===== src/core/aclink_pkg.sv =====
// Constants for the AC-link lock, GP slot 12 shadow and slot enable block.
// Assumes a 16-bit APB byte address and 32-bit data.
package aclink_pkg;

  // ----------------------------------------------------------------
  // Register byte offsets
  // ----------------------------------------------------------------
  localparam logic [15:0] OFF_IRQ_STATUS = 16'hF710;
  localparam logic [15:0] OFF_IRQ_ENABLE = 16'hF714;
  localparam logic [15:0] OFF_IRQ_CLEAR  = 16'hF718;
  localparam logic [15:0] OFF_LOCK       = 16'hF720;
  localparam logic [15:0] OFF_GPI        = 16'hF740;
  localparam logic [15:0] OFF_GPO        = 16'hF744;
  localparam logic [15:0] OFF_SLT_EN     = 16'hF748;
  localparam logic [15:0] OFF_SLT_DIS    = 16'hF74C;

  // ----------------------------------------------------------------
  // Field positions, masks and reset values
  // ----------------------------------------------------------------
  localparam int unsigned LOCK_BIT     = 0;
  localparam int unsigned GPO_PEND_BIT = 20;
  localparam int unsigned SLT_PEND_BIT = 16;
  localparam int unsigned GPI_SLT_BIT  = 9;
  localparam int unsigned GPO_SLT_BIT  = 8;
  localparam int unsigned MODI_SLT_BIT = 7;
  localparam int unsigned MODO_SLT_BIT = 6;
  localparam int unsigned GP_IRQ_BIT   = 0;
  localparam logic [31:0] GP_DATA_MASK = 32'h000FFFFE;
  localparam logic [31:0] GPI_MASK     = 32'h000FFFFF;
  localparam logic [3:0]  SLT_RST      = 4'h0;
  localparam logic [31:0] REG_RST      = 32'h00000000;

  // Interrupt status layout
  localparam int unsigned IRQ_GPO_DONE = 0;
  localparam int unsigned IRQ_SLT_DONE = 1;
  localparam int unsigned IRQ_GP       = 5;
  localparam logic [31:0] IRQ_MASK     = 32'h00000023;

  // ----------------------------------------------------------------
  // Link framing
  // ----------------------------------------------------------------
  localparam logic [7:0] FRAME_LAST   = 8'hFF;
  localparam logic [7:0] SLOT12_FIRST = 8'hEC;
  localparam logic [7:0] TAG_VALID    = 8'h00;
  localparam logic [7:0] TAG_SLOT12   = 8'h0C;
  localparam logic [4:0] SLOT_MSB     = 5'h13;
  localparam logic [7:0] CNT_ONE      = 8'h01;

endpackage


===== src/core/aclink_semaphore_gpio_slots.sv =====
// Driver lock, GP slot 12 shadow registers and slot enables of an AC-link
// controller, as an APB slave. Assumes the codec drives bit_clk, frame_sync
// and sdata_in asynchronously to pclk; bit_clk runs well below pclk / 4.
//
// How it works
// RQ1: Reading the lock while free returns 0 and takes the lock.
// RQ2: Reading the lock while held returns 1.
// RQ3: Any write to the lock register releases it.
// RQ4: Drivers take the lock before shared resources and release afterwards.
// RQ5: Received slot 12 bits 19..1 are shadowed into the GP input register.
// RQ6: Received slot 12 bit 0, the codec interrupt, shadowed into bit 0.
// RQ7: GP output bits 19..1 are sent in outgoing slot 12.
// RQ8: GP output bits 19..1 read back; bit 0 reads zero.
// RQ9: GP output pending bit 20 is high until the write reaches the link.
// RQ10: Software waits for GP output pending clear before writing again.
// RQ11: Slot pending bit 16 high until an enable or disable write applies.
// RQ12: Writing 1 to bit 9 enables GP input slot reception.
// RQ13: Writing 1 to bit 8 enables GP output slot transmission.
// RQ14: Writing 1 to bit 7 enables modem slot reception.
// RQ15: Writing 1 to bit 6 enables modem slot transmission.
// RQ16: GP interrupt flag set while rx bit 0 high; W1C only if low.
// RQ17: Writing 1 to disable bit 9 clears GP input reception enable.
// RQ18: Reading a held lock keeps it held and changes nothing else.
// RQ19: Reserved bits read zero and ignore writes.
//
// The implementer's own choice: the APB slave port.
`timescale 1ns/1ps
module aclink_semaphore_gpio_slots (
  // APB clock and reset
  input  wire logic        pclk,
  input  wire logic        presetn,
  // APB slave
  input  wire logic        psel,
  input  wire logic        penable,
  input  wire logic        pwrite,
  input  wire logic [15:0] paddr,
  input  wire logic [31:0] pwdata,
  output logic      [31:0] prdata,
  output logic             pready,
  output logic             pslverr,
  // AC-link pins
  input  wire logic        bit_clk,
  input  wire logic        frame_sync,
  input  wire logic        sdata_in,
  output logic             sdata_out,
  // Slot stream enables to framing logic
  output logic             gp_in_slot_on,
  output logic             gp_out_slot_on,
  output logic             modem_rx_slot_on,
  output logic             modem_tx_slot_on,
  // Interrupt
  output logic             irq
);

  // ----------------------------------------------------------------
  // Address decode
  // ----------------------------------------------------------------
  function automatic logic reg_hit(input logic [15:0] a, input logic [15:0] off);
    reg_hit = (a == off);
  endfunction

  logic        pready_ff;
  logic        access;
  logic        rd_first;
  logic        wr_done;
  logic        rd_done;
  logic        hit_lock;
  logic        hit_gpi;
  logic        hit_gpo;
  logic        hit_en;
  logic        hit_dis;
  logic        hit_ist;
  logic        hit_ien;
  logic        hit_icl;
  logic        mapped;

  assign access   = psel & penable;
  // Read data is latched one cycle before the completing edge
  assign rd_first = access & ~pready_ff;
  assign wr_done  = access & pready_ff & pwrite;
  assign rd_done  = access & pready_ff & ~pwrite;
  assign hit_lock = reg_hit(paddr, aclink_pkg::OFF_LOCK);
  assign hit_gpi  = reg_hit(paddr, aclink_pkg::OFF_GPI);
  assign hit_gpo  = reg_hit(paddr, aclink_pkg::OFF_GPO);
  assign hit_en   = reg_hit(paddr, aclink_pkg::OFF_SLT_EN);
  assign hit_dis  = reg_hit(paddr, aclink_pkg::OFF_SLT_DIS);
  assign hit_ist  = reg_hit(paddr, aclink_pkg::OFF_IRQ_STATUS);
  assign hit_ien  = reg_hit(paddr, aclink_pkg::OFF_IRQ_ENABLE);
  assign hit_icl  = reg_hit(paddr, aclink_pkg::OFF_IRQ_CLEAR);
  assign mapped   = hit_lock | hit_gpi | hit_gpo | hit_en | hit_dis
                  | hit_ist | hit_ien | hit_icl;

  // ----------------------------------------------------------------
  // Link pin synchronisers and edge detect
  // ----------------------------------------------------------------
  logic [2:0] pin_s1_ff;
  logic [2:0] pin_s2_ff;
  logic       bclk_d_ff;
  logic       bclk_s;
  logic       sync_s;
  logic       sdin_s;
  logic       bclk_rise;
  logic       bclk_fall;

  always_ff @(posedge pclk or negedge presetn) begin
    if (!presetn) begin
      pin_s1_ff <= 3'h0;
      pin_s2_ff <= 3'h0;
      bclk_d_ff <= 1'b0;
    end else begin
      pin_s1_ff <= {sdata_in, frame_sync, bit_clk};
      pin_s2_ff <= pin_s1_ff;
      bclk_d_ff <= pin_s2_ff[0];
    end
  end

  assign bclk_s    = pin_s2_ff[0];
  assign sync_s    = pin_s2_ff[1];
  assign sdin_s    = pin_s2_ff[2];
  assign bclk_rise = bclk_s & ~bclk_d_ff;
  assign bclk_fall = ~bclk_s & bclk_d_ff;

  // ----------------------------------------------------------------
  // Frame bit counter and slot 12 receiver
  // ----------------------------------------------------------------
  logic [7:0]  cnt_ff;
  logic        sync_prev_ff;
  logic [18:0] rx_sh_ff;
  logic [19:0] gpi_ff;
  logic        sync_rise;
  logic [7:0]  bit_idx;
  logic [7:0]  nxt_cnt;
  logic        frame_end;
  logic [19:0] rx_word;

  // Codec marks frame start with a rising sync sampled on a falling edge
  assign sync_rise = sync_s & ~sync_prev_ff;
  assign bit_idx   = sync_rise ? 8'h00 : cnt_ff;
  assign nxt_cnt   = bit_idx + aclink_pkg::CNT_ONE;
  assign frame_end = bclk_fall & (bit_idx == aclink_pkg::FRAME_LAST);
  assign rx_word   = {rx_sh_ff, sdin_s};

  always_ff @(posedge pclk or negedge presetn) begin
    if (!presetn) begin
      cnt_ff       <= 8'h00;
      sync_prev_ff <= 1'b0;
      rx_sh_ff     <= 19'h00000;
    end else if (bclk_fall) begin
      cnt_ff       <= nxt_cnt;
      sync_prev_ff <= sync_s;
      rx_sh_ff     <= rx_word[18:0];
    end
  end

  always_ff @(posedge pclk or negedge presetn) begin
    if (!presetn) begin
      gpi_ff <= 20'h00000;
    end else if (frame_end && gp_in_slot_on) begin
      gpi_ff <= rx_word; // RQ5 RQ6
    end
  end

  // ----------------------------------------------------------------
  // GP output data and its pending handshake
  // ----------------------------------------------------------------
  logic [19:1] gpo_data_ff;
  logic [19:1] gpo_live_ff;
  logic        gpo_pend_ff;
  logic        gpo_wr;
  logic        gpo_apply;

  assign gpo_wr    = wr_done & hit_gpo;
  assign gpo_apply = frame_end & gpo_pend_ff;

  always_ff @(posedge pclk or negedge presetn) begin
    if (!presetn) begin
      gpo_data_ff <= 19'h00000;
      gpo_live_ff <= 19'h00000;
      gpo_pend_ff <= 1'b0;
    end else begin
      if (gpo_wr) begin
        gpo_data_ff <= pwdata[19:1]; // RQ8
      end
      if (gpo_apply) begin
        gpo_live_ff <= gpo_data_ff; // RQ7
      end
      // A new write beats a frame boundary in the same cycle
      gpo_pend_ff <= gpo_wr | (gpo_pend_ff & ~frame_end); // RQ9
    end
  end

  // ----------------------------------------------------------------
  // Slot enables: register view is immediate, link view at frame end
  // ----------------------------------------------------------------
  logic [3:0] slt_en_ff;
  logic [3:0] slt_live_ff;
  logic       slt_pend_ff;
  logic [3:0] set_bits;
  logic [3:0] clr_bits;
  logic [3:0] nxt_slt_en;
  logic       slt_wr;

  // Order of the four bits: GP in, GP out, modem rx, modem tx
  assign set_bits = (wr_done & hit_en) ?
                    {pwdata[aclink_pkg::GPI_SLT_BIT], pwdata[aclink_pkg::GPO_SLT_BIT],
                     pwdata[aclink_pkg::MODI_SLT_BIT], pwdata[aclink_pkg::MODO_SLT_BIT]}
                    : 4'h0;
  assign clr_bits = (wr_done & hit_dis) ?
                    {pwdata[aclink_pkg::GPI_SLT_BIT], pwdata[aclink_pkg::GPO_SLT_BIT],
                     pwdata[aclink_pkg::MODI_SLT_BIT], pwdata[aclink_pkg::MODO_SLT_BIT]}
                    : 4'h0;
  assign nxt_slt_en = (slt_en_ff | set_bits) & ~clr_bits; // RQ12 RQ13 RQ14 RQ15 RQ17
  assign slt_wr     = wr_done & (hit_en | hit_dis);

  always_ff @(posedge pclk or negedge presetn) begin
    if (!presetn) begin
      slt_en_ff   <= aclink_pkg::SLT_RST;
      slt_live_ff <= aclink_pkg::SLT_RST;
      slt_pend_ff <= 1'b0;
    end else begin
      slt_en_ff <= nxt_slt_en;
      if (frame_end) begin
        slt_live_ff <= slt_en_ff;
      end
      slt_pend_ff <= slt_wr | (slt_pend_ff & ~frame_end); // RQ11
    end
  end

  always_ff @(posedge pclk or negedge presetn) begin
    if (!presetn) begin
      gp_in_slot_on    <= 1'b0;
      gp_out_slot_on   <= 1'b0;
      modem_rx_slot_on <= 1'b0;
      modem_tx_slot_on <= 1'b0;
    end else begin
      {gp_in_slot_on, gp_out_slot_on, modem_rx_slot_on, modem_tx_slot_on} <= slt_live_ff;
    end
  end

  // ----------------------------------------------------------------
  // Serial output: tag bits and slot 12
  // ----------------------------------------------------------------
  logic [4:0] slot_pos;
  logic [4:0] gpo_idx;
  logic       in_slot12;
  logic       nxt_sdout;

  // cnt_ff holds the index the codec samples on the coming falling edge
  assign in_slot12 = (cnt_ff >= aclink_pkg::SLOT12_FIRST);
  assign slot_pos  = 5'(cnt_ff - aclink_pkg::SLOT12_FIRST);
  assign gpo_idx   = aclink_pkg::SLOT_MSB - slot_pos;
  assign nxt_sdout = gp_out_slot_on &
                     ((cnt_ff == aclink_pkg::TAG_VALID) |
                      (cnt_ff == aclink_pkg::TAG_SLOT12) |
                      (in_slot12 & (gpo_idx != 5'h00) &
                       gpo_live_ff[gpo_idx])); // RQ7

  always_ff @(posedge pclk or negedge presetn) begin
    if (!presetn) begin
      sdata_out <= 1'b0;
    end else if (bclk_rise) begin
      sdata_out <= nxt_sdout;
    end
  end

  // ----------------------------------------------------------------
  // Driver lock
  // ----------------------------------------------------------------
  logic lock_ff;

  always_ff @(posedge pclk or negedge presetn) begin
    if (!presetn) begin
      lock_ff <= 1'b0;
    end else if (wr_done && hit_lock) begin
      lock_ff <= 1'b0; // RQ3
    end else if (rd_done && hit_lock) begin
      // Held lock stays held; a free one is taken by this read
      lock_ff <= 1'b1; // RQ1 RQ18
    end
  end

  // ----------------------------------------------------------------
  // Interrupt status, enable and clear
  // ----------------------------------------------------------------
  logic [31:0] ist_ff;
  logic [31:0] ien_ff;
  logic [31:0] ev_set;
  logic [31:0] ev_clr;
  logic        gp_clr_ok;

  // The codec interrupt flag cannot be cleared while the line is still high
  assign gp_clr_ok = ~gpi_ff[aclink_pkg::GP_IRQ_BIT];
  assign ev_set = (32'(gpo_apply) << aclink_pkg::IRQ_GPO_DONE)
                | (32'(frame_end & slt_pend_ff) << aclink_pkg::IRQ_SLT_DONE)
                | (32'(gpi_ff[aclink_pkg::GP_IRQ_BIT]) << aclink_pkg::IRQ_GP); // RQ16
  assign ev_clr = (wr_done & hit_icl) ?
                  (pwdata & aclink_pkg::IRQ_MASK &
                   ~(32'(!gp_clr_ok) << aclink_pkg::IRQ_GP)) : 32'h00000000; // RQ16

  always_ff @(posedge pclk or negedge presetn) begin
    if (!presetn) begin
      ist_ff <= aclink_pkg::REG_RST;
      ien_ff <= aclink_pkg::REG_RST;
      irq    <= 1'b0;
    end else begin
      // Set wins over a clear in the same cycle
      ist_ff <= (ist_ff & ~ev_clr) | ev_set;
      if (wr_done && hit_ien) begin
        ien_ff <= pwdata & aclink_pkg::IRQ_MASK;
      end
      irq <= |(ist_ff & ien_ff);
    end
  end

  // ----------------------------------------------------------------
  // Read mux and APB response
  // ----------------------------------------------------------------
  logic [31:0] rd_lock;
  logic [31:0] rd_gpi;
  logic [31:0] rd_gpo;
  logic [31:0] rd_en;
  logic [31:0] rd_val;

  assign rd_lock = 32'(lock_ff) << aclink_pkg::LOCK_BIT; // RQ1 RQ2
  assign rd_gpi  = 32'(gpi_ff) & aclink_pkg::GPI_MASK; // RQ19
  assign rd_gpo  = (32'(gpo_pend_ff) << aclink_pkg::GPO_PEND_BIT)
                 | ({12'h000, gpo_data_ff, 1'b0} & aclink_pkg::GP_DATA_MASK); // RQ8 RQ9
  assign rd_en   = (32'(slt_pend_ff) << aclink_pkg::SLT_PEND_BIT)
                 | (32'(slt_en_ff[3]) << aclink_pkg::GPI_SLT_BIT)
                 | (32'(slt_en_ff[2]) << aclink_pkg::GPO_SLT_BIT)
                 | (32'(slt_en_ff[1]) << aclink_pkg::MODI_SLT_BIT)
                 | (32'(slt_en_ff[0]) << aclink_pkg::MODO_SLT_BIT); // RQ11 RQ19
  assign rd_val  = hit_lock ? rd_lock :
                   hit_gpi  ? rd_gpi  :
                   hit_gpo  ? rd_gpo  :
                   hit_en   ? rd_en   :
                   hit_ist  ? ist_ff  :
                   hit_ien  ? ien_ff  : 32'h00000000;

  always_ff @(posedge pclk or negedge presetn) begin
    if (!presetn) begin
      pready_ff <= 1'b0;
      prdata    <= 32'h00000000;
      pslverr   <= 1'b0;
    end else begin
      pready_ff <= rd_first;
      pslverr   <= rd_first & ~mapped;
      if (rd_first && !pwrite) begin
        prdata <= rd_val;
      end
    end
  end

  assign pready = pready_ff;

endmodule


===== config.mk =====
export PLATFORM = sky130hd
export DESIGN_NAME = aclink_semaphore_gpio_slots
export DESIGN_NICKNAME = d
export VERILOG_FILES = /design/src/core/aclink_pkg.sv /design/src/core/aclink_semaphore_gpio_slots.sv
export SDC_FILE = /design/constraint.sdc
export NUM_CORES = 1
export LEC_CHECK = 0
export ABC_AREA = 1
export CORE_AREA = 3 3 110 112
export CTS_BUF_LIST = sky130_fd_sc_hd__clkbuf_16
export DETAILED_ROUTE_END_ITERATION = 10
export DIE_AREA = 0 0 113 115
export DONT_BUFFER_PORTS = 1
export PLACE_DENSITY = 0.75
export RECOVER_POWER = 50
export SLEW_MARGIN = 30
export SYNTH_ARGS = -nofsm -noshare
export SYNTH_HDL_FRONTEND = slang
export SYNTH_SLANG_ARGS = --single-unit

===== constraint.sdc =====
create_clock -name pclk -period 2.96 [get_ports pclk]
set_input_delay 0.444 -clock pclk [delete_from_list [all_inputs] [get_ports pclk]]
set_output_delay 0.444 -clock pclk [all_outputs]
set_load 0.005 [all_outputs]

Yosys cells after proc, flatten, opt, wreduce, memory -nomap -nowiden
Index checks and enable logic that the tools add are counted.
- input port bits: 56
- register bits after elaboration: 179
- logic and storage cells: 121
- output and inout bits: 40
- eq/ne operators: 10
- add/sub/neg operators: 3
- bitwise operators: 57
- $lt $le $gt $ge: 2
- muxes and demuxes: 14
- reductions and logical operators: 10
- operators by type and width (kind ; number):
    $mux W32 ; 6
    $eq A16 B16 Y1 const B ; 8
    $and A32 B32 Y32 ; 1
    $and A32 B6 Y32 ; 1
    $and A6 B32 Y32 ; 1
    $not A32 Y32 ; 1
    $not A6 Y32 ; 1
    $or A32 B6 Y32 ; 1
    $reduce_or A32 Y1 ; 1
    $and A1 B1 Y1 ; 22
    $or A21 B20 Y21 ; 1
    $or A17 B10 Y17 ; 1
    $or A17 B7 Y17 ; 1
    $or A17 B8 Y17 ; 1
    $or A17 B9 Y17 ; 1
    $or A1 B1 Y1 ; 12
    $add A8 B1 Y8 const B ; 1
    $eq A8 B4 Y1 const B ; 1
    $eq A8 B8 Y1 const B ; 1
    $ge A8 B8 Y1 const B ; 1
    $logic_not A8 Y1 ; 1
    $mux W4 ; 2
    $mux W8 ; 1
    $not A1 Y1 ; 7
    15 further kinds ; 21

Depth between registers and ports, before layout
Gate-level depths: netlist of run 1.
- depth after elaboration: 10
- mapped depth: 14

Worst setup path before layout of run 1
OpenSTA, ideal clock, no wires.
- path kind: flip-flop to flip-flop
- start point: register cnt_ff[1]
- end point: register gpi_ff[10]
- required time: 2.839 ns
- stages on the path, launching flop included: 14
- data arrival time: 1.649 ns
- period minus slack after synthesis: 1.770 ns
- setup slack: 1.190 ns
- library setup time: 0.121 ns
- cell sequence: dfrtp_1 inv_1 clkbuf_1 nor2_1 ha_1 inv_1 nor2_1 nand2_2 nor2_4 nand2_2 buf_6 buf_6 nand2_1 o21ai_1
- word-level cells in the longest chain between the ends: 4
- ends and longest elaborated chain (element ; RTL line ; text):
    start, declared ; aclink_semaphore_gpio_slots.sv:126 ; logic [7:0] cnt_ff;
    start signal, assigned ; aclink_semaphore_gpio_slots.sv:149 ; cnt_ff <= nxt_cnt;
    $mux W8 ; aclink_semaphore_gpio_slots.sv:138 ; assign bit_idx = sync_rise ? 8'h00 : cnt_ff;
    $eq A8 B8 Y1 ; aclink_semaphore_gpio_slots.sv:140 ; assign frame_end = bclk_fall & (bit_idx == aclink_pkg::FRAME_LAST);
    $and A1 B1 Y1 ; aclink_semaphore_gpio_slots.sv:140 ;
    $logic_and A1 B1 Y1 ; aclink_semaphore_gpio_slots.sv:158 ; end else if (frame_end && gp_in_slot_on) begin
    end signal, assigned ; aclink_semaphore_gpio_slots.sv:159 ; gpi_ff <= rx_word;
    end, declared ; aclink_semaphore_gpio_slots.sv:129 ; logic [19:0] gpi_ff;
Every way passes these cells.
A chain may end at the register's enable or synchronous reset.

Worst setup path in the final report of run 1
- start point: register cnt_ff[1]
- end point: register gpi_ff[11]
Same word-level chain as after synthesis.

==> results of run 1 <==
[cell families (layout without fill, tap and decap cells)]
group	after synthesis	after routing
adders and majority gates	1	1
and+or+nand+nor	381	381
other	1	11
xor gates and xnor gates	4	4
DFF	139	139
buffers and inverters	120	118
AOI/OAI and AO/OA	96	96
[sequential cells by signal, indices dropped and copies added (netlist names), 3 cells and up]
signal       flops
prdata          21
slt_live_ff      4
cnt_ff           8
pin_s2_ff        3
gpi_ff          20
gpo_live_ff     19
pin_s1_ff        3
gpo_data_ff     19
rx_sh_ff        19
slt_en_ff        4
ien_ff           3
ist_ff           3
[area by class of cell]
type	instances	area, sq um	share of cell area
flip-flops and latches	139	3478	0.5163
well taps	143	178.9	0.02656
inverters	80	301.5	0.04476
multi-input cells	493	2190	0.3250
repair buffers	6	45.04	0.006686
clock inverters	15	117.6	0.01746
clock buffers	17	425.4	0.06315
[placed cells by master, fill, tap and decap left out, types with 3 or more instances in the layout]
master / count
nand2_1: 266
dfrtp_1: 139
inv_1: 76
nand3_1: 61
o21ai_0: 51
o21ai_1: 26
nor2_1: 24
clkbuf_16: 17
nand4_1: 11
conb_1: 11
a21oi_1: 7
nor3_1: 6
o21ai_2: 6
buf_4: 6
clkinvlp_4: 5
nand2_2: 4
inv_2: 3
clkinv_2: 3
xor2_1: 3
inv_6: 3
[worst min-delay path by stage]
stage / start / endpoint / slack [ns] / cells after the start
2_1_floorplan: presetn / bclk_d_ff / 0.15 / 0
3_3_place_gp: presetn / modem_rx_slot_on / 0.15 / 0
3_5_place_dp: presetn / modem_tx_slot_on / 0.15 / 0
4_1_cts: presetn / pready / -0.29 / 0
5_1_grt: presetn / cnt_ff[0] / -0.29 / 0
6_report: presetn / slt_live_ff[1] / -0.27 / 0
[critical path, delay by kind of cell (launching register included)]
family	cells	cell delay [ns]
compound gates	1	0.08
fa+ha+maj	1	0.14
buf+inv	3	0.55
flops	1	0.49
simple gates	6	0.86
[through the flow]
stage	instance area, sq um	hold WS, ns	power, mW	utilization
after detailed placement	6193	0.1529	2.286	0.5471
final	6736	-0.2720	4.189	0.5950
after CTS	6736	-0.2901	4.216	0.5950
after global routing	6736	-0.2943	4.349	0.5950
after global placement	6193	0.1524	2.279	0.5471
after floorplan	6200	0.1484	2.239	-
[where the power goes]
part           leakage, nW  switching, mW  total (mW)  internal [mW]
sequential            1.86         0.0526        2.02           1.97
clock                0.254          0.851        1.93           1.08
combinational         1.18          0.160       0.237         0.0770
[what timing repair did]
item,in CTS,in global routing
gates resized for setup,0,0
buffers inserted,0,0
endpoints found under the hold margin,139,139
[per-layer routing]
metal / share of wire / vias up / wire, microns
met5: 0 / - / 0
li1: - / 2310 / -
met2: 0.49 / 137 / 6512
met4: 0.020 / 0 / 260
met3: 0.067 / 18 / 898
met1: 0.42 / 2347 / 5635
==> flow_summary.ini, run 1 <==
[outcome]
outcome = finished with violations
violations = hold timing

[sta]
setup_viol = 0
hold_ws_ns = -0.2720
fin_crit_sh = 0.7626
period_needed_ns = 2.257
rsz0062_at_grt = no
finalMaxSlewViolations = 0
setup_ws_ns = 0.7028
clock.fmax_ghz = 0.4430
setup_tns_ns = 0
worstMarginPinSlew_ns = 0.8167
slew_headroom = 0.4549
fin_skew_ns = 0.007609
hold_viol_final = 139

[synthesis]
synth_edf_count = 0
syn_area_sq_mm = 0.006162
synth_mux_area_frac = 0
syn_avg_cell_area_sq_um = 8.305
yosysWarnings = 0
synth-xor-area-share = 0.005685
synth_compound_area_frac = 0.08406
netlist_top_cells_count = nand2_1, dfrtp_1, inv_1, nand3_1, o21ai_0
synth-seq-cells = 139
ys_types = 35
synth.most_common_cell = nand2_1
synth_ff_type = dfrtp_1
yosys.area.top_type_share = 0.5645
yosys.area_share.adder = 0.002030
synth_area_leader_cell = dfrtp_1
ys_seq_area_frac = 0.5645
synth_cells = 742
synthSimpleGateAreaFrac = 0.2569
synth_area_leaders = dfrtp_1, nand2_1, nand3_1
ys_async_sr_fraction = 1.000
synth_top_family_by_area = simple AND/OR/NAND/NOR gates

[global_routing]
grt-busiest-layer = met2
grt_use_total = 0.2135
use_met1 = 0.2729
grt_pass1_wl_mm = 21.82
antenna_found_initial = 0
grt_util_met2 = 0.3495
grt_max_degree = 140
grt_pass1_vias = 4538
use_met3 = 0.06421
gr-total-overflow = 0

[placement]
hpwl_mm = 9.155
port_buffers = 0
place_ws_ns = 0.5497
placed_cells = 861
place.gp.congestion = 0.8930

[min_path]
worst_hold_path_type = in2async

[routing]
drc = 0
vias = 4812
viasPerCell = 5.389
routed_wl_mm = 13.31
wl_per_cell_microns = 14.90
detail-route-antenna-nets = 0
drt-initial-drc-count = 432
drt_first_pass_iters = 5

[cells_and_area]
antenna_cells = 0
drive_gt1_frac = 0.07333
layout.nets = 794
nFillCells = 984
instances_no_fill = 893
syn2layout_area_growth_pct = 9.320

[cts]
clock_latency_ns = 0.42
cts_tree = yes
htreeDepth = 4
clockBufferDepth = 2
cts-root-buf = clkbuf_16
cts.sinks = 139
numCtsBuffers = 17
cts.clk_slew.worst_paths_ns = 0.06

[floorplanning]
ios = 96
coreArea_sq_mm = 0.01132
die_area_sq_mm = 0.01300
initial_core_util = 0.5443
rows = 39
die_w_microns = 113
die_y_microns = 115

[worst_setup_path]
startpoint = cnt_ff[1]
crit_chain = inv_1, nor2_1, ha_1, inv_1, nor2_1, nand2_2, nor2_4, nand2_2, buf_4, nand2_1, o21ai_1
r2r_cells = 11
crit_end = gpi_ff[11]
r2r-start = cnt_ff[1]
cp_max_fo = 39
critPathArrivalTime_ns = 2.54
regToRegSetupSlack_ns = 0.70
crit_path_end_kind = register
critPathSlowestCell = dfrtp_1
cp-start-kind = register
r2r-end = gpi_ff[11]
critPathKind = reg2reg
cp.required_ns = 3.24
crit_path_max_incr_delay_ns = 0.49

[flow_run]
maxCapViolCount = 0

[pwr]
p_leak_nw = 3.302
vdd_drop_max_mv = 0.5637
power.density_mw_per_mm2 = 621.8
No activity file was read; power rests on OpenSTA's default activity.
==> run 2, diff against run 1 <==
==> constraint.sdc (replaced) <==
create_clock -name pclk -period 2.1 [get_ports pclk]
set_input_delay 0.315 -clock pclk [delete_from_list [all_inputs] [get_ports pclk]]
set_output_delay 0.315 -clock pclk [all_outputs]
set_load 0.005 [all_outputs]
==> run 2 against run 1 <==
Effect of this change: the run still ends with hold timing left; via count is 0.35% lower; wire length is 0.80% lower; final area is 2.2% higher; die area stayed put; register-to-register slack worse by 0.49 ns; critical path depth stayed put; global-route usage is 0.45 points higher; critical endpoint is now gpo_live_ff[14]; highest routed layer unchanged.
==> flow_summary.ini, run 2 (synthesized netlist as in run 1, its figures left out) <==
[routing]
viasPerCell = 5.292
routed_wl_mm = 13.20
drt-initial-drc-count = 436
vias = 4795
drt_first_pass_iters = 5
drc = 0
detail-route-antenna-nets = 0
wl_per_cell_microns = 14.57

[cts]
post_cts_buffers = 0
ctsHoldBuffers = 3
htreeDepth = 4
cts.sinks = 139
clock_latency_ns = 0.42
clockBufferDepth = 2
cts.clk_slew.worst_paths_ns = 0.05
cts-root-buf = clkbuf_16
numCtsBuffers = 17
cts_tree = yes

[outcome]
violations = hold timing
outcome = finished with violations

[floorplanning]
rows = 39
die_area_sq_mm = 0.01300
die_y_microns = 115
ios = 96
initial_core_util = 0.5443
die_w_microns = 113
coreArea_sq_mm = 0.01132

[sta]
clock.fmax_ghz = 0.5292
rsz0062_at_grt = no
hold_viol_final = 139
setup_tns_ns = 0
setup_ws_ns = 0.2105
hold_ws_ns = -0.4066
setup_viol = 0
period_needed_ns = 1.889
fin_skew_ns = 0.01033
finalMaxSlewViolations = 0
fin_crit_sh = 0.8998
slew_headroom = 0.6378
worstMarginPinSlew_ns = 0.5413

[global_routing]
grt_util_met2 = 0.3547
grt_max_degree = 140
grt-busiest-layer = met2
use_met3 = 0.06368
grt_pass1_vias = 4785
use_met1 = 0.2693
grt_pass1_wl_mm = 22.23
gr-total-overflow = 0
grt_use_total = 0.2179
antenna_found_initial = 0

[worst_setup_path]
cp-start-kind = register
crit_path_end_kind = register
crit_path_max_incr_delay_ns = 0.47
cp.required_ns = 2.40
crit_chain = inv_1, nor2_1, ha_1, inv_1, nor2_1, nand2_2, nor2_4, nand2_1, buf_6, nand2_1, o21ai_1
cp_max_fo = 20
critPathKind = reg2reg
critPathSlowestCell = dfrtp_1
critPathArrivalTime_ns = 2.19

[pwr]
p_leak_nw = 3.389
power.density_mw_per_mm2 = 873.2
vdd_drop_max_mv = 0.6608

[placement]
port_buffers = 0
hpwl_mm = 9.164
placed_cells = 872
place.gp.congestion = 0.9455
place_ws_ns = 0.1578

[cells_and_area]
reg_top3 = prdata: 21 flops, gpi_ff: 20 flops
largest_reg_flops = 21
syn2layout_area_growth_pct = 11.76
layout.nets = 808
regMostFlops = prdata
final_cell_mix = nand2_1, dfrtp_1, inv_1
drive_gt1_frac = 0.08650
final_common_cell = nand2_1
antenna_cells = 0
instances_no_fill = 906
nFillCells = 977
utilization = 0.6083

[min_path]
worst_hold_path_type = in2async

[flow_run]
maxCapViolCount = 0
-- run 2: cell types whose count changed in the layout (fill, tap and decap cells not counted), sizes merged --
cell / change
buf: +11
clkinvlp: -1
dlygate4sd3: +3
clkinv: +1
bufinv: +2
inv: -3
-- run 2: worst paths after layout --
| check | startpoint | end | slack [ns] | cells after the start |
|---|---|---|---|---|
| max in group asynchronous | presetn | prdata[6] | 2.35 | 0 |
| min in group pclk | pwdata[6] | slt_en_ff[0] | 0.03 | 2 |
| worst min register to register | pin_s1_ff[1] | pin_s2_ff[1] | 0.36 | 0 |
| worst max-delay path | cnt_ff[1] | gpo_live_ff[14] | 0.21 | 11 |
| worst max register to register | cnt_ff[1] | gpo_live_ff[14] | 0.21 | 11 |
| worst min-delay path | presetn | pin_s1_ff[1] | -0.41 | 0 |
-- run 2: worst max-delay path: cells and delay by family (launching register included) --
family | cells | cell delay [ns]
buffers and inverters | 3 | 0.33
flip-flops | 1 | 0.47
AND/OR/NAND/NOR | 6 | 0.75
adder cells (fa/ha/maj) | 1 | 0.16
AO/OA/AOI/OAI | 1 | 0.06
-- run 2: report_power, final --
group	total, mW	internal (mW)	switching [mW]
combinational	0.361	0.128	0.234
sequential	2.84	2.77	0.0707
clock	2.81	1.72	1.09
total	6.01	4.62	1.40
-- run 2: timing repair --
action                                  in CTS  in global routing
endpoints found under the setup margin       0                 23
hold endpoints to repair                   142                139
gates resized for setup                      0                  5
-- run 2: cell type report --
type	count	area (sq um)	share of cell area
Clock buffer	17	425.4	0.06177
Clock inverter	14	130.1	0.01890
Inverter	80	301.5	0.04379
Multi-Input combinational cell	493	2195	0.3187
Sequential cell	139	3478	0.5051
Tap cell	143	178.9	0.02598
Timing Repair Buffer	20	177.7	0.02580
-- run 2: per-layer routing --
layer	part of all wire	vias up
li1	-	2339
met1	0.43	2289
met2	0.49	136
met3	0.055	31
met4	0.027	0
met5	0	-
-- run 2: through the flow --
stage / area, sq um / power [mW] / hold slack, ns
2_1_floorplan: 6200 / 3.155 / 0.01941
3_3_place_gp: 6289 / 3.226 / 0.02347
3_5_place_dp: 6289 / 3.241 / 0.02386
4_1_cts: 6874 / 6.074 / -0.4290
5_1_grt: 6887 / 6.241 / -0.4281
6_report: 6887 / 6.013 / -0.4066
==> run 3, diff against run 2 <==
==> constraint.sdc (replaced) <==
create_clock -name pclk -period 2.1 [get_ports pclk]
set_input_delay 0.315 -clock pclk [delete_from_list [all_inputs] [get_ports pclk]]
set_output_delay 0.315 -clock pclk [all_outputs]
set_load 0.1 [all_outputs]
==> run 3 against run 2 <==
Effect of this change: the run still ends with hold timing left; maximum frequency decreased by 0.33%; critical path depth is 1 higher; global-route usage up 0.81 points; sequential share of layout area is 1.9 points lower; die area is the same; worst hold slack lost 0.0045 ns; wire length grew 3.3%; setup slack lost 0.0063 ns; combinational power rose by 27%; clock skew shrank 0.00058 ns; first-iteration DRC count rose by 9.9%; sequential power is essentially flat; largest cell class unchanged.
==> flow_summary.ini, run 3 (synthesized netlist as in run 1, its figures left out) <==
[outcome]
outcome = finished with violations
violations = hold timing

[worst_setup_path]
cp.required_ns = 2.39
critPathKind = reg2reg
worstPathBufferInverterCount = 3
startpoint = pin_s2_ff[1]
r2r_cells = 12
crit_path_max_incr_delay_ns = 0.38
cp_max_fo = 28
critical_path_cell_count = 12
cp-start-kind = register
crit_chain = nand2_1, inv_2, nor2_2, ha_1, inv_1, nor2_2, nand2_2, nor2_4, nand2_2, buf_8, nand2_1, o21ai_1
critPathArrivalTime_ns = 2.19
critPathSlowestCell = dfrtp_1
critPathTopFamily = simple AND/OR/NAND/NOR gates
r2r-end = gpo_live_ff[14]
crit_path_end_kind = register
r2r-start = pin_s2_ff[1]
regToRegSetupSlack_ns = 0.20

[min_path]
worst_hold_path_type = in2async

[global_routing]
antenna_found_initial = 0
grt_pass1_vias = 4838
gr-total-overflow = 0
grt_use_total = 0.2261
grt_max_degree = 140
grt_pass1_wl_mm = 23.19

[floorplanning]
die_w_microns = 113
die_area_sq_mm = 0.01300
initial_core_util = 0.5443
coreArea_sq_mm = 0.01132
ios = 96
rows = 39
die_y_microns = 115

[placement]
place_ws_ns = 0.1511
hpwl_mm = 9.402
place.gp.congestion = 0.9093
port_buffers = 0

[sta]
clock.fmax_ghz = 0.5275
finalMaxSlewViolations = 0
setup_ws_ns = 0.2042
setup_tns_ns = 0
worstMarginPinSlew_ns = 0.5654
hold_ws_ns = -0.4111
setup_viol = 0
period_needed_ns = 1.896
hold_viol_final = 139
fin_crit_sh = 0.9028
slew_headroom = 0.6217
fin_skew_ns = 0.009747
rsz0062_at_grt = no

[cts]
cts.sinks = 139
clockBufferDepth = 2
numCtsBuffers = 17
clock_latency_ns = 0.42
htreeDepth = 4
cts-root-buf = clkbuf_16
cts_tree = yes
ctsHoldBuffers = 3
cts.clk_slew.worst_paths_ns = 0.06

[routing]
drc = 0
vias = 4970
drt-initial-drc-count = 479
wl_per_cell_microns = 14.60
routed_wl_mm = 13.64
drt_first_pass_iters = 5
detail-route-antenna-nets = 0
viasPerCell = 5.321

[cells_and_area]
seq_area_sq_mm = 0.003478
final_common_cell = nand2_1
syn2layout_area_growth_pct = 16.12
nFillCells = 934
layout.nets = 835
largest_reg_flops = 21
multi_input_area_sq_mm = 0.002197
final_cell_mix = nand2_1, dfrtp_1, inv_1
reg_top3 = prdata: 21 flops, gpi_ff: 20 flops
drive_gt1_frac = 0.1214
antenna_cells = 0
regMostFlops = prdata
utilization = 0.6321

[pwr]
vdd_drop_max_mv = 0.8258
power.density_mw_per_mm2 = 897.3
p_leak_nw = 3.564

[flow_run]
maxCapViolCount = 0
==> run 3: cell types whose count changed in the layout (fill, tap and decap cells not counted), sizes merged <==
cell / delta
clkinvlp: -1
bufinv: +2
buf: +27
==> run 3: cell type report <==
type | count | share of cell area
flip-flops and latches | 139 | 0.4861
multi-input cells | 493 | 0.3070
clock buffers | 17 | 0.05945
repair buffers | 47 | 0.05298
inverters | 80 | 0.04214
clock inverters | 15 | 0.02728
well taps | 143 | 0.02500
==> run 3: power breakdown <==
group          switching (mW)  internal (mW)
combinational           0.328          0.130
clock                    1.14           1.98
sequential             0.0724           2.77
total                    1.54           4.88
==> run 3: what timing repair did <==
action	CTS	global route
buffers inserted	0	0
gates resized for setup	0	9
hold endpoints to repair	142	139
endpoints found under the setup margin	0	44
==> run 3: layer usage <==
metal | vias up | share of wire | track usage
met5 | - | 0 | 0
met4 | 0 | 0.022 | 0.07933
met3 | 29 | 0.068 | 0.06684
met2 | 161 | 0.49 | 0.3705
met1 | 2384 | 0.42 | 0.2893
li1 | 2396 | - | -
==> run 3: worst max path at each step <==
stage | to | slack (ns)
2_1_floorplan | gpo_data_ff[4] | 0.09
3_3_place_gp | gpi_ff[5] | 0.21
3_5_place_dp | gpo_live_ff[14] | 0.15
4_1_cts | gpo_live_ff[14] | 0.12
5_1_grt | gpo_live_ff[19] | 0.007
6_report | gpo_live_ff[14] | 0.20
==> run 3: through the flow <==
stage | total power [mW] | hold WS (ns) | std cells | instance area (sq um)
after floorplan | 3.252 | 0.01941 | 752 | 6200
after global placement | 3.323 | 0.02469 | 899 | 6479
after detailed placement | 3.339 | 0.02464 | 899 | 6479
after CTS | 6.461 | -0.4242 | 934 | 7129
after global routing | 6.663 | -0.4298 | 934 | 7156
final | 6.421 | -0.4111 | 934 | 7156
==> run 3: worst register-to-register path: stages, from the launching register on <==
cell and delay, ns:
dfrtp_1 0.38, nand2_1 0.13, inv_2 0.08, nor2_2 0.10
ha_1 0.16, inv_1 0.06, nor2_2 0.12, nand2_2 0.09
nor2_4 0.22, nand2_2 0.10, buf_8 0.18, nand2_1 0.08
o21ai_1 0.07
